==> src/swr_pkg.sv <==
// constants for the supervisor / watchdog reset block.
// assumes a single 50 MHz clock and an AXI4-Lite register port.
package swr_pkg;

    // ========================================================
    // clock and timing
    localparam int CLK_MHZ = 50;
    localparam int HOLD_TIME_US = 200;
    localparam int BASIC_PERIOD_US = 1000;
    localparam int SLOW_LIMIT_US = 10000;
    localparam int HOLD_CYC = HOLD_TIME_US * CLK_MHZ;
    localparam int BASIC_PERIOD_CYC = BASIC_PERIOD_US * CLK_MHZ;
    localparam int SLOW_LIMIT_CYC = SLOW_LIMIT_US * CLK_MHZ;
    localparam int CNT_W = 40;
    localparam int EXT_SHIFT = 7;

    // ========================================================
    // register byte addresses
    localparam logic [7:0] ADDR_CTRL = 8'h00;
    localparam logic [7:0] ADDR_BASIC_PERIOD = 8'h04;
    localparam logic [7:0] ADDR_SLOW_LIMIT = 8'h08;
    localparam logic [7:0] ADDR_HOLD_TIME = 8'h0c;
    localparam logic [7:0] ADDR_IRQ_STATUS = 8'h10;
    localparam logic [7:0] ADDR_IRQ_MASK = 8'h14;
    localparam logic [7:0] ADDR_STATE = 8'h18;
    localparam logic [7:0] ADDR_WD_COUNT = 8'h1c;

    // ========================================================
    // fields and reset values
    localparam int CTRL_WINDOWED_BIT = 0;
    localparam int IRQ_W = 4;
    localparam int EV_BASIC_BIT = 0;
    localparam int EV_EARLY_BIT = 1;
    localparam int EV_LATE_BIT = 2;
    localparam int EV_COND_BIT = 3;
    localparam logic [IRQ_W-1:0] MASK_RST = 4'h0;
    localparam logic CTRL_RST = 1'b0;
    localparam int SYNC_W = 7;
    localparam logic [1:0] RESP_OKAY = 2'h0;
    localparam logic [1:0] RESP_SLVERR = 2'h2;

    // window ratio as a right shift of the slow limit
    localparam logic [2:0] SHIFT_RATIO_8 = 3'h3;
    localparam logic [2:0] SHIFT_RATIO_16 = 3'h4;
    localparam logic [2:0] SHIFT_RATIO_64 = 3'h6;

endpackage : swr_pkg

==> src/swr_reg_if.sv <==
// register access carrier between the bus slave and the core.
// assumes both ends share one clock.
interface swr_reg_if;
    logic wr_en;
    logic [7:0] wr_addr;
    logic [31:0] wr_data;
    logic [31:0] wr_mask;
    logic wr_err;
    logic [7:0] rd_addr;
    logic [31:0] rd_data;
    logic rd_err;
    modport bus (output wr_en, wr_addr, wr_data, wr_mask, rd_addr,
                 input wr_err, rd_data, rd_err);
    modport regs (input wr_en, wr_addr, wr_data, wr_mask, rd_addr,
                  output wr_err, rd_data, rd_err);
endinterface : swr_reg_if

==> src/swr_top.sv <==
// supervisor reset generator with basic and windowed watchdog.
// assumes asynchronous pins, AXI4-Lite master on REF_CLK_IN.
//
// Overview of operation
// - after all conditions clear, output stays low for hold time, then high
// - any watchdog fault produces a reset pulse of hold time
// - basic: counter cleared on each kick transition and while reset asserted
// - basic: zero period setting disables the watchdog entirely
// - extended mode multiplies basic timeout by 128
// - windowed: fault on kicks closer than fast limit or none by slow limit
// - windowed: counter starts only after the reset output is released
// - windowed: valid kick restarts counter; counter cleared while reset asserted
// - windowed: two straps choose the window ratio or disable watchdog
// - windowed: low strap high with high strap low disables watchdog
// - ratio slow/fast: both low 8, high strap alone 16, both high 64
// - windowed: kicks ignored while reset output asserted
// - range select low normal, high extended; any change clears counter
module swr_top #(
    parameter logic [31:0] HOLD_RST = 32'(swr_pkg::HOLD_CYC),
    parameter logic [31:0] BASIC_RST = 32'(swr_pkg::BASIC_PERIOD_CYC),
    parameter logic [31:0] SLOW_RST = 32'(swr_pkg::SLOW_LIMIT_CYC)
) (
    input wire logic REF_CLK_IN,
    input wire logic RST_IN,
    input wire logic WDOG_KICK_IN,
    input wire logic MANUAL_RESET_N_IN,
    input wire logic SUPPLY_UV_IN,
    input wire logic AUX_UV_IN,
    input wire logic WDOG_RANGE_SEL_IN,
    input wire logic WINDOW_SEL_LO_IN,
    input wire logic WINDOW_SEL_HI_IN,
    output logic SUPERVISOR_OUT_N_OUT,
    output logic IRQ_OUT,
    input wire logic [7:0] S_AXI_AWADDR_IN,
    input wire logic S_AXI_AWVALID_IN,
    output logic S_AXI_AWREADY_OUT,
    input wire logic [31:0] S_AXI_WDATA_IN,
    input wire logic [3:0] S_AXI_WSTRB_IN,
    input wire logic S_AXI_WVALID_IN,
    output logic S_AXI_WREADY_OUT,
    output logic [1:0] S_AXI_BRESP_OUT,
    output logic S_AXI_BVALID_OUT,
    input wire logic S_AXI_BREADY_IN,
    input wire logic [7:0] S_AXI_ARADDR_IN,
    input wire logic S_AXI_ARVALID_IN,
    output logic S_AXI_ARREADY_OUT,
    output logic [31:0] S_AXI_RDATA_OUT,
    output logic [1:0] S_AXI_RRESP_OUT,
    output logic S_AXI_RVALID_OUT,
    input wire logic S_AXI_RREADY_IN
);
    import swr_pkg::*;

    // ========================================================
    // pin synchronisers
    logic [SYNC_W-1:0] pins_s;
    wire kick_s = pins_s[6];
    wire mr_n_s = pins_s[5];
    wire sup_uv_s = pins_s[4];
    wire aux_uv_s = pins_s[3];
    wire range_s = pins_s[2];
    wire sel_lo_s = pins_s[1];
    wire sel_hi_s = pins_s[0];

    swr_sync #(
        .W(SYNC_W)
    ) u_sync (
        .clk_in(REF_CLK_IN),
        .rst_in(RST_IN),
        .d_in({WDOG_KICK_IN, MANUAL_RESET_N_IN, SUPPLY_UV_IN, AUX_UV_IN,
               WDOG_RANGE_SEL_IN, WINDOW_SEL_LO_IN, WINDOW_SEL_HI_IN}),
        .q_out(pins_s)
    );

    // ========================================================
    // register bus
    swr_reg_if rif ();

    swr_axil u_axil (
        .clk_in(REF_CLK_IN),
        .rst_in(RST_IN),
        .awaddr_in(S_AXI_AWADDR_IN),
        .awvalid_in(S_AXI_AWVALID_IN),
        .awready_out(S_AXI_AWREADY_OUT),
        .wdata_in(S_AXI_WDATA_IN),
        .wstrb_in(S_AXI_WSTRB_IN),
        .wvalid_in(S_AXI_WVALID_IN),
        .wready_out(S_AXI_WREADY_OUT),
        .bresp_out(S_AXI_BRESP_OUT),
        .bvalid_out(S_AXI_BVALID_OUT),
        .bready_in(S_AXI_BREADY_IN),
        .araddr_in(S_AXI_ARADDR_IN),
        .arvalid_in(S_AXI_ARVALID_IN),
        .arready_out(S_AXI_ARREADY_OUT),
        .rdata_out(S_AXI_RDATA_OUT),
        .rresp_out(S_AXI_RRESP_OUT),
        .rvalid_out(S_AXI_RVALID_OUT),
        .rready_in(S_AXI_RREADY_IN),
        .rif(rif.bus)
    );

    // ========================================================
    // state
    logic win_q;
    logic [31:0] basic_period_q;
    logic [31:0] slow_limit_q;
    logic [31:0] hold_q;
    logic [IRQ_W-1:0] status_q;
    logic [IRQ_W-1:0] mask_q;
    logic out_n_q;
    logic irq_q;
    logic [31:0] hold_cnt_q;
    logic [CNT_W-1:0] wd_cnt_q;
    logic kick_prev_q;
    logic range_prev_q;
    logic lo_prev_q;
    logic hi_prev_q;
    logic cond_prev_q;

    // ========================================================
    // register decode
    wire wr_ctrl = rif.wr_en & (rif.wr_addr == ADDR_CTRL);
    wire wr_basic = rif.wr_en & (rif.wr_addr == ADDR_BASIC_PERIOD);
    wire wr_slow = rif.wr_en & (rif.wr_addr == ADDR_SLOW_LIMIT);
    wire wr_hold = rif.wr_en & (rif.wr_addr == ADDR_HOLD_TIME);
    wire wr_stat = rif.wr_en & (rif.wr_addr == ADDR_IRQ_STATUS);
    wire wr_mask = rif.wr_en & (rif.wr_addr == ADDR_IRQ_MASK);
    wire wr_ro = (rif.wr_addr == ADDR_STATE) | (rif.wr_addr == ADDR_WD_COUNT);
    assign rif.wr_err = ~(wr_ctrl | wr_basic | wr_slow | wr_hold | wr_stat | wr_mask | wr_ro);

    wire [31:0] wmerge_basic = (basic_period_q & ~rif.wr_mask) | (rif.wr_data & rif.wr_mask);
    wire [31:0] wmerge_slow = (slow_limit_q & ~rif.wr_mask) | (rif.wr_data & rif.wr_mask);
    wire [31:0] wmerge_hold = (hold_q & ~rif.wr_mask) | (rif.wr_data & rif.wr_mask);
    wire [31:0] wbits = rif.wr_data & rif.wr_mask;

    // ========================================================
    // reset conditions and hold pulse
    wire cond = sup_uv_s | aux_uv_s | ~mr_n_s;
    wire [31:0] hold_eff = (hold_q == 32'h0) ? 32'h1 : hold_q;
    wire hold_done = hold_cnt_q >= hold_eff - 32'h1;

    // ========================================================
    // watchdog decode
    wire kick_fall = kick_prev_q & ~kick_s;
    wire kick_tog = kick_prev_q ^ kick_s;
    // any strap or range change restarts timing, as does any control write
    wire cfg_chg = (range_s ^ range_prev_q) | (sel_lo_s ^ lo_prev_q) | (sel_hi_s ^ hi_prev_q) | wr_ctrl;
    wire basic_en = ~win_q & (basic_period_q != 32'h0);
    wire win_off = sel_lo_s & ~sel_hi_s;
    wire win_en = win_q & ~win_off & (slow_limit_q != 32'h0);
    wire wd_en = basic_en | win_en;
    wire [CNT_W-1:0] basic_lim = range_s ?
        (CNT_W'(basic_period_q) << EXT_SHIFT) : CNT_W'(basic_period_q);
    wire [2:0] ratio_shift = ~sel_hi_s ? SHIFT_RATIO_8 :
                             (sel_lo_s ? SHIFT_RATIO_64 : SHIFT_RATIO_16);
    wire [CNT_W-1:0] slow_lim = CNT_W'(slow_limit_q);
    wire [CNT_W-1:0] fast_lim = slow_lim >> ratio_shift;

    // faults only while released, so kicks under reset are ignored
    wire basic_fault = basic_en & out_n_q & ~kick_tog & (wd_cnt_q >= basic_lim);
    wire early_fault = win_en & out_n_q & kick_fall & (wd_cnt_q < fast_lim);
    wire late_fault = win_en & out_n_q & (wd_cnt_q >= slow_lim);
    wire fault = basic_fault | early_fault | late_fault;
    wire good_kick = (basic_en & kick_tog) | (win_en & kick_fall & out_n_q);
    wire wd_clr = ~out_n_q | ~wd_en | cfg_chg | fault | good_kick;

    // ========================================================
    // next values
    wire out_n_d = (cond | fault) ? 1'b0 :
                   ((~out_n_q & hold_done) ? 1'b1 : out_n_q);
    wire [31:0] hold_cnt_d = (cond | fault | out_n_q) ? 32'h0 : hold_cnt_q + 32'h1;
    wire [CNT_W-1:0] wd_cnt_d = wd_clr ? '0 : wd_cnt_q + CNT_W'(1);
    wire [IRQ_W-1:0] events = {cond & ~cond_prev_q, late_fault, early_fault, basic_fault};
    // a new event beats a same-cycle clear
    wire [IRQ_W-1:0] status_d = (status_q & ~(wr_stat ? wbits[IRQ_W-1:0] : '0)) | events;

    // ========================================================
    // register read mux
    assign rif.rd_err = ~((rif.rd_addr == ADDR_CTRL) | (rif.rd_addr == ADDR_BASIC_PERIOD) |
                          (rif.rd_addr == ADDR_SLOW_LIMIT) | (rif.rd_addr == ADDR_HOLD_TIME) |
                          (rif.rd_addr == ADDR_IRQ_STATUS) | (rif.rd_addr == ADDR_IRQ_MASK) |
                          (rif.rd_addr == ADDR_STATE) | (rif.rd_addr == ADDR_WD_COUNT));
    wire [31:0] state_word = {26'h0, sel_hi_s, sel_lo_s, range_s, win_en, basic_en, out_n_q};
    assign rif.rd_data =
        (rif.rd_addr == ADDR_CTRL) ? {31'h0, win_q} :
        (rif.rd_addr == ADDR_BASIC_PERIOD) ? basic_period_q :
        (rif.rd_addr == ADDR_SLOW_LIMIT) ? slow_limit_q :
        (rif.rd_addr == ADDR_HOLD_TIME) ? hold_q :
        (rif.rd_addr == ADDR_IRQ_STATUS) ? {28'h0, status_q} :
        (rif.rd_addr == ADDR_IRQ_MASK) ? {28'h0, mask_q} :
        (rif.rd_addr == ADDR_STATE) ? state_word :
        (rif.rd_addr == ADDR_WD_COUNT) ? wd_cnt_q[31:0] : 32'h0;

    // ========================================================
    // configuration registers
    always_ff @(posedge REF_CLK_IN) begin
        if (RST_IN) begin
            win_q <= CTRL_RST;
            basic_period_q <= BASIC_RST;
            slow_limit_q <= SLOW_RST;
            hold_q <= HOLD_RST;
            mask_q <= MASK_RST;
        end else begin
            if (wr_ctrl && rif.wr_mask[0]) begin
                win_q <= rif.wr_data[CTRL_WINDOWED_BIT];
            end
            if (wr_basic) begin
                basic_period_q <= wmerge_basic;
            end
            if (wr_slow) begin
                slow_limit_q <= wmerge_slow;
            end
            if (wr_hold) begin
                hold_q <= wmerge_hold;
            end
            if (wr_mask && rif.wr_mask[0]) begin
                mask_q <= rif.wr_data[IRQ_W-1:0];
            end
        end
    end

    // ========================================================
    // supervisor and watchdog state
    always_ff @(posedge REF_CLK_IN) begin
        if (RST_IN) begin
            out_n_q <= 1'b0;
            hold_cnt_q <= 32'h0;
            wd_cnt_q <= '0;
            kick_prev_q <= 1'b0;
            range_prev_q <= 1'b0;
            lo_prev_q <= 1'b0;
            hi_prev_q <= 1'b0;
            // synced manual reset reads low just after reset; no false condition event
            cond_prev_q <= 1'b1;
            status_q <= '0;
            irq_q <= 1'b0;
        end else begin
            out_n_q <= out_n_d;
            hold_cnt_q <= hold_cnt_d;
            wd_cnt_q <= wd_cnt_d;
            kick_prev_q <= kick_s;
            range_prev_q <= range_s;
            lo_prev_q <= sel_lo_s;
            hi_prev_q <= sel_hi_s;
            cond_prev_q <= cond;
            status_q <= status_d;
            irq_q <= |(status_q & mask_q);
        end
    end

    assign SUPERVISOR_OUT_N_OUT = out_n_q;
    assign IRQ_OUT = irq_q;
endmodule : swr_top

==> src/swr_sync.sv <==
// two-flop synchroniser, one per bit.
// assumes inputs are asynchronous to clk_in.
module swr_sync #(
    parameter int W = 1
) (
    input wire logic clk_in,
    input wire logic rst_in,
    input wire logic [W-1:0] d_in,
    output logic [W-1:0] q_out
);
    logic [W-1:0] meta_q;

    // ========================================================
    // per-bit flop pairs
    for (genvar i = 0; i < W; i++) begin : g_bit
        always_ff @(posedge clk_in) begin
            if (rst_in) begin
                meta_q[i] <= 1'b0;
                q_out[i] <= 1'b0;
            end else begin
                meta_q[i] <= d_in[i];
                q_out[i] <= meta_q[i];
            end
        end
    end
endmodule : swr_sync

==> src/swr_axil.sv <==
// AXI4-Lite slave front end for the supervisor registers.
// assumes one outstanding write and one outstanding read.
module swr_axil (
    input wire logic clk_in,
    input wire logic rst_in,
    input wire logic [7:0] awaddr_in,
    input wire logic awvalid_in,
    output logic awready_out,
    input wire logic [31:0] wdata_in,
    input wire logic [3:0] wstrb_in,
    input wire logic wvalid_in,
    output logic wready_out,
    output logic [1:0] bresp_out,
    output logic bvalid_out,
    input wire logic bready_in,
    input wire logic [7:0] araddr_in,
    input wire logic arvalid_in,
    output logic arready_out,
    output logic [31:0] rdata_out,
    output logic [1:0] rresp_out,
    output logic rvalid_out,
    input wire logic rready_in,
    swr_reg_if.bus rif
);
    import swr_pkg::*;
    logic aw_have_q;
    logic w_have_q;
    logic [7:0] aw_addr_q;
    logic [31:0] w_data_q;
    logic [3:0] w_strb_q;
    wire aw_take = awvalid_in & awready_out;
    wire w_take = wvalid_in & wready_out;
    wire ar_take = arvalid_in & arready_out;
    wire wr_fire = aw_have_q & w_have_q & ~bvalid_out;

    assign awready_out = ~aw_have_q;
    assign wready_out = ~w_have_q;
    assign arready_out = ~rvalid_out;
    assign rif.wr_en = wr_fire;
    assign rif.wr_addr = aw_addr_q;
    assign rif.wr_data = w_data_q;
    assign rif.rd_addr = araddr_in;
    for (genvar b = 0; b < 4; b++) begin : g_lane
        assign rif.wr_mask[8*b +: 8] = {8{w_strb_q[b]}};
    end

    // ========================================================
    // write path: address and data in either order
    always_ff @(posedge clk_in) begin
        if (rst_in) begin
            aw_have_q <= 1'b0;
            w_have_q <= 1'b0;
            aw_addr_q <= 8'h00;
            w_data_q <= 32'h0;
            w_strb_q <= 4'h0;
            bvalid_out <= 1'b0;
            bresp_out <= RESP_OKAY;
        end else begin
            if (aw_take) begin
                aw_have_q <= 1'b1;
                aw_addr_q <= awaddr_in;
            end
            if (w_take) begin
                w_have_q <= 1'b1;
                w_data_q <= wdata_in;
                w_strb_q <= wstrb_in;
            end
            if (wr_fire) begin
                bvalid_out <= 1'b1;
                bresp_out <= rif.wr_err ? RESP_SLVERR : RESP_OKAY;
            end else if (bvalid_out && bready_in) begin
                bvalid_out <= 1'b0;
                aw_have_q <= 1'b0;
                w_have_q <= 1'b0;
            end
        end
    end

    // ========================================================
    // read path: data sampled at the address handshake
    always_ff @(posedge clk_in) begin
        if (rst_in) begin
            rvalid_out <= 1'b0;
            rdata_out <= 32'h0;
            rresp_out <= RESP_OKAY;
        end else if (ar_take) begin
            rvalid_out <= 1'b1;
            rdata_out <= rif.rd_data;
            rresp_out <= rif.rd_err ? RESP_SLVERR : RESP_OKAY;
        end else if (rready_in) begin
            rvalid_out <= 1'b0;
        end
    end
endmodule : swr_axil

==> config.mk <==
export PLATFORM = sky130hd
export DESIGN_NAME = swr_top
export DESIGN_NICKNAME = d
export VERILOG_FILES = /design/src/swr_pkg.sv /design/src/swr_reg_if.sv /design/src/swr_top.sv /design/src/swr_sync.sv /design/src/swr_axil.sv
export SDC_FILE = /design/constraint.sdc
export NUM_CORES = 1
export LEC_CHECK = 0
export BUFFER_PORTS_ARGS = -buffer_cell sky130_fd_sc_hd__buf_4
export CAP_MARGIN = 20
export CORE_ASPECT_RATIO = 0.8
export CORE_UTILIZATION = 45
export CTS_CLUSTER_DIAMETER = 120
export DETAILED_ROUTE_END_ITERATION = 6
export PLACE_DENSITY = 0.63
export SLEW_MARGIN = 5
export SYNTH_ARGS = -nofsm -noshare
export SYNTH_HDL_FRONTEND = slang
export SYNTH_SLANG_ARGS = --single-unit
==> constraint.sdc <==
create_clock -name REF_CLK_IN -period 4.4 [get_ports REF_CLK_IN]
set_input_delay 0.22 -clock REF_CLK_IN [delete_from_list [all_inputs] [get_ports REF_CLK_IN]]
set_output_delay 0.22 -clock REF_CLK_IN [all_outputs]
set_load 0.05 [all_outputs]
After elaboration in Yosys (flattened, before gate mapping)
Index checks and enable logic that the tools add are counted.
Word-level totals
  bits in registers: 282
  bits of input ports: 66
  output and inout bits: 43
  logic and storage cells: 186
Cells by class
  add/sub/neg operators: 3
  $lt $le $gt $ge: 4
  equality and inequality tests: 14
  shifts and indexed selects: 1
  multiplexer cells: 25
  bitwise gates (word level): 86
  reductions and logical operators: 14
Operators with widths (count)
  $mux W32: 9
  $and A32 B32 Y32: 4
  $or A32 B32 Y32: 3
  $eq A8 B5 Y1 const B: 8
  $reduce_bool A32 Y1: 2
  $add A40 B1 Y40 const B: 1
  $ge A40 B32 Y1: 1
  $ge A40 B39 Y1: 1
  $lt A40 B40 Y1: 1
  $shr A32 B3 Y40: 1
  $mux W39: 1
  $add A32 B1 Y32 const B: 1
  $eq A8 B4 Y1 const B: 4
  $ge A32 B32 Y1: 1
  $logic_not A32 Y1: 1
  $not A32 Y32: 1
  $sub A32 B1 Y32 const B: 1
  $or A1 B1 Y1: 29
  $and A1 B1 Y1: 28
  $eq A8 B3 Y1 const B: 2
  $logic_not A8 Y1: 2
  $not A1 Y1: 13
  $mux W1: 10
  $and A4 B4 Y4: 2
  10 further kinds: 20

Depth between registers and ports, before layout
  depth in word-level cells: 13
  gate-level depth with buffers: 21
  gate-level depth less buffers: 21

Cells and area by module
A second synthesis with hierarchy kept.
Second synthesis, totals
  cells, all modules: 2071
  area total of the unflattened synthesis: 16967.5 um2
By module, submodules not included
  swr_top: instances 1, cells an instance 1653, area an instance 13365.3 um2, seq. area each 3683.5 um2
  swr_axil: instances 1, cells an instance 389, area an instance 3194.3 um2, seq. area each 1641.6 um2
  swr_sync: instances 1, cells an instance 29, area an instance 407.9 um2, seq. area each 280.3 um2

Worst setup path after synthesis
No wires, ideal clock.
  kind: reg-to-reg
  start point: register (tool-made name)
  end point: register out_n_q (netlist: SUPERVISOR_OUT_N_OUT)
  setup time: 124 ps
  arrival: 3742 ps
  required time: 4276 ps
  path slack: 534 ps
  stages on the path, launching flop included: 22
  buffers on the path: 0
  clock period less this slack: 3866 ps
  path through: dfxtp_1 -> or4_4 -> nor2_4 -> nor4b_4 -> nand4_2 -> nor2b_1 -> ha_1 -> nor3b_1 -> nand3_1 -> nand2b_1 -> or2_2 -> nor3_4 -> nand3_1 -> xor2_1 -> ha_1 -> a211o_1 -> o211ai_1 -> a21oi_1 -> nor3_1 -> o21ai_0 -> a22oi_1 -> nor4_1
RTL lines
  to (signal assigned): RTL line swr_top.sv:238  | out_n_q <= out_n_d;
  to (decl): RTL line swr_top.sv:110  | logic out_n_q;

==> flow_summary.yaml <==
routing:
  top_layer: "met4"
  drt_iter0_markers: 1698
  drtAntennaViolNets: 0
  routed-wl-met3_um: 6394
  first_pass_iters: 6
  route.detailed.drc: 0
  wl_per_cell_um: 22.13
  vias: 15650
  route.met2.wl_um: 23530
  vias_per_cell: 5.999
  wirelength_um: 57730
  wl_met1_um: 25450
logic_synthesis:
  async_flop_share_pct: 0
  yosysWarnings: 0
  synthesis.area_mm2: 0.01615
  synth_cells: 1995
  synth.ff_latch_count: 280
  syn_avg_cell_area_um2: 8.097
  seq_area_frac_synth_pct: 34.70
  synth-edff-count: 0
  yosysUniqueCellTypes: 73
  yosys_most_used_dff: "dfxtp_1"
pwr:
  leakage_nw: 7.190
  swShare_pct: 25.10
  pwr_density_cell_mw_per_mm2: 294.3
  p_clk_share_pct: 45.5
  irDropWorstVdd_mv: 0.2927
  combPwrFrac_pct: 6.9
  seqPwrFrac_pct: 47.6
  switching_power_mw: 1.403
  power_mw: 5.589
  internal_power_mw: 4.186
clock_tree:
  clk_latency_ns: 0.60
  cts_sinks: 280
  clockBufferDepth: 3
  clk_pin_slew_ns: 0.06
  numCtsBuffers: 31
  cts_root_buf: "clkbuf_16"
  cts_tree: "yes"
  htree_levels: 1
sta:
  clock_skew_ns: 0.02142
  final_max_slew_viol_count: 0
  period_minus_slack_ns: 4.178
  fmax_ghz: 0.2394
  hold_viol: 0
  slew_headroom_pct: 30.42
  finalSetupViolations: 0
  worst_slew_pin_slew_ns: 1.042
  timing.final.crit_share_pct: 94.95
die:
  die_x_um: 213.8
  die_area_mm2: 0.03666
  core_mm2: 0.03503
  rows: 61
  initial_core_util_pct: 46.11
  die_height_um: 171.5
  io_pins: 109
status:
  status: "complete, no violations"
place:
  placed_cell_area_mm2: 0.01735
  routabilityCongestion: 0.9855
  dp_hpwl_um: 41810
  port_buffers: 106
finish:
  synthToLayoutAreaGrowth_pct: 17.57
  nNetsFinal: 2318
  fin_area_mm2: 0.01899
  fillers: 3260
  drive_above_1_share_pct: 10.35
  antenna_cells: 0
flow_run:
  drv_cap: 0
grt:
  grt_pass1_vias: 14490
  antenna_found_initial: 1
  gr-usage-all-layers_pct: 31.61
  grt_pass1_wl_um: 87300
  grt_max_degree: 119
  grt.overflow.total: 0
worst_setup_path:
  startpoint_type: "flip-flop"
  critical_path.cell_chain: "or4_4 -> nor2_4 -> nor4b_4 -> nand4_2 -> nor2b_2 -> ha_1 -> nor3b_4 -> nand3_1 -> nand2b_1 -> or2_2 -> nor2_1 -> xnor2_1 -> ha_1 -> o21ai_1 -> o21bai_1 -> a211oi_1 -> o21ai_0 -> a21o_1 -> a22oi_1 -> nor4_1"
  worst_path_largest_cell_delay_ns: 0.58
  required_ns: 4.86
  crit_family: "simple AND/OR/NAND/NOR gates"
  cp_max_fo: 6
  critical_path_arrival_ns: 4.63
  critPathBufInv: 0
  critPathKind: "reg2reg"
  crit_path_end_kind: "flip-flop"
  path_common_cell: "ha_1"
  crit_slowest_cell: "or4_4"
min_path:
  min_path_type: "in2reg"
==> worst min-delay path, cell delays in order <==
cell	delay [ns]
buf_4	0.20
nand4_1	0.12
a31oi_1	0.08
==> layout make-up <==
| cell class | count | area, um2 | share of cell area (%) |
|---|---|---|---|
| inverters | 49 | 183.9 | 0.9685 |
| well taps | 472 | 590.6 | 3.110 |
| flip-flops and latches | 280 | 5613 | 29.56 |
| multi-input cells | 1557 | 9970 | 52.50 |
| repair buffers | 195 | 1653 | 8.703 |
| clock inverters | 8 | 85.08 | 0.4480 |
| clock buffers | 47 | 895.9 | 4.717 |
==> power by group through the flow <==
stage | combinational, mW | sequential, mW | clock [mW]
2_1_floorplan | 0.208 | 2.66 | 0
3_3_place_gp | 0.325 | 2.71 | 0
3_5_place_dp | 0.331 | 2.71 | 0
4_1_cts | 0.373 | 2.65 | 2.57
5_1_grt | 0.411 | 2.65 | 2.68
6_report | 0.386 | 2.66 | 2.54
==> cells in the mapped netlist, types with 6 or more instances <==
cell	instances	area, um2
a211o_1	20	175.2
a211oi_1	15	112.6
a21oi_1	216	1081
a22oi_1	35	262.8
and2_1	7	43.79
and3_1	34	212.7
and4_1	8	70.07
buf_1	10	37.54
buf_2	11	55.05
clkbuf_1	87	326.6
dfxtp_1	280	5605
ha_1	138	1727
inv_1	48	180.2
mux2i_1	68	680.7
mux4_2	6	135.1
nand2_1	298	1119
nand2b_1	35	219.0
nand3_1	127	635.6
nand4_1	28	175.2
nor2_1	131	491.7
nor2b_1	29	181.4
nor3_1	61	305.3
nor4_1	30	187.7
o211ai_1	26	195.2
o21a_1	9	67.56
o21ai_0	58	290.3
xnor2_1	37	324.1
xor2_1	56	490.5
==> final timing paths <==
path | from | endpoint | slack, ns | cells past startpoint
worst max-delay path | flip-flop | SUPERVISOR_OUT_N_OUT | 0.22 | 20
worst min-delay path | S_AXI_ARADDR_IN[4] | u_axil.rdata_out[2] | 0.1 | 3
worst max register to register | flip-flop | SUPERVISOR_OUT_N_OUT | 0.22 | 20
worst min register to register | u_sync.meta_q[5] | u_sync.q_out[5] | 0.44 | 1
==> kinds of logic after synthesis <==
| logic type | share of synthesized area [%] |
|---|---|
| simple gates | 24.24 |
| compound gates | 16.17 |
| mux | 5.190 |
| other cells | 0.04649 |
| xor+xnor | 5.043 |
| flops | 34.70 |
| fa+ha+maj | 10.69 |
| buf+inv | 3.927 |
==> metrics by stage <==
stage               TNS [ns]  setup WS, ns  instances  util, %  hold WS (ns)
finish                     0        0.2223       2608    54.21       0.09593
global route        -0.06483      -0.06483       2608    54.21       0.09562
CTS                        0        0.1034       2604    53.99       0.07427
detailed placement         0        0.1397       2491    49.53        0.4119
global placement           0        0.2559       2490    49.46        0.4037
floorplan                  0        0.5339       1998        -        0.3190
==> cell usage in the layout (no fill, tap or decap), types with 34 or more instances in the layout <==
master and n:
mux2i_1 68, xor2_1 56, a21oi_1 216, dlygate4sd3_1 58, nor3_1 61, inv_1 48
xnor2_1 37, a22oi_1 35, nand2b_1 35, o21ai_0 57, nand3_1 127, nor2_1 131
dfxtp_1 274, buf_4 134, ha_1 138, and3_1 34, nand2_1 298
==> timing repair <==
| item | CTS | global route |
|---|---|---|
| setup endpoints to repair | 0 | 1 |
| hold buffers | 58 | 0 |
| hold endpoints to repair | 55 | 0 |
| resized for setup | 0 | 10 |
| setup buffers | 0 | 3 |
==> layer usage <==
metal,track usage (%),up-vias
met5,0,-
li1,-,7345
met2,45.62,718
met3,8.581,123
met1,44.67,7459
met4,11.46,0
No activity file was read; power rests on OpenSTA's default activity.
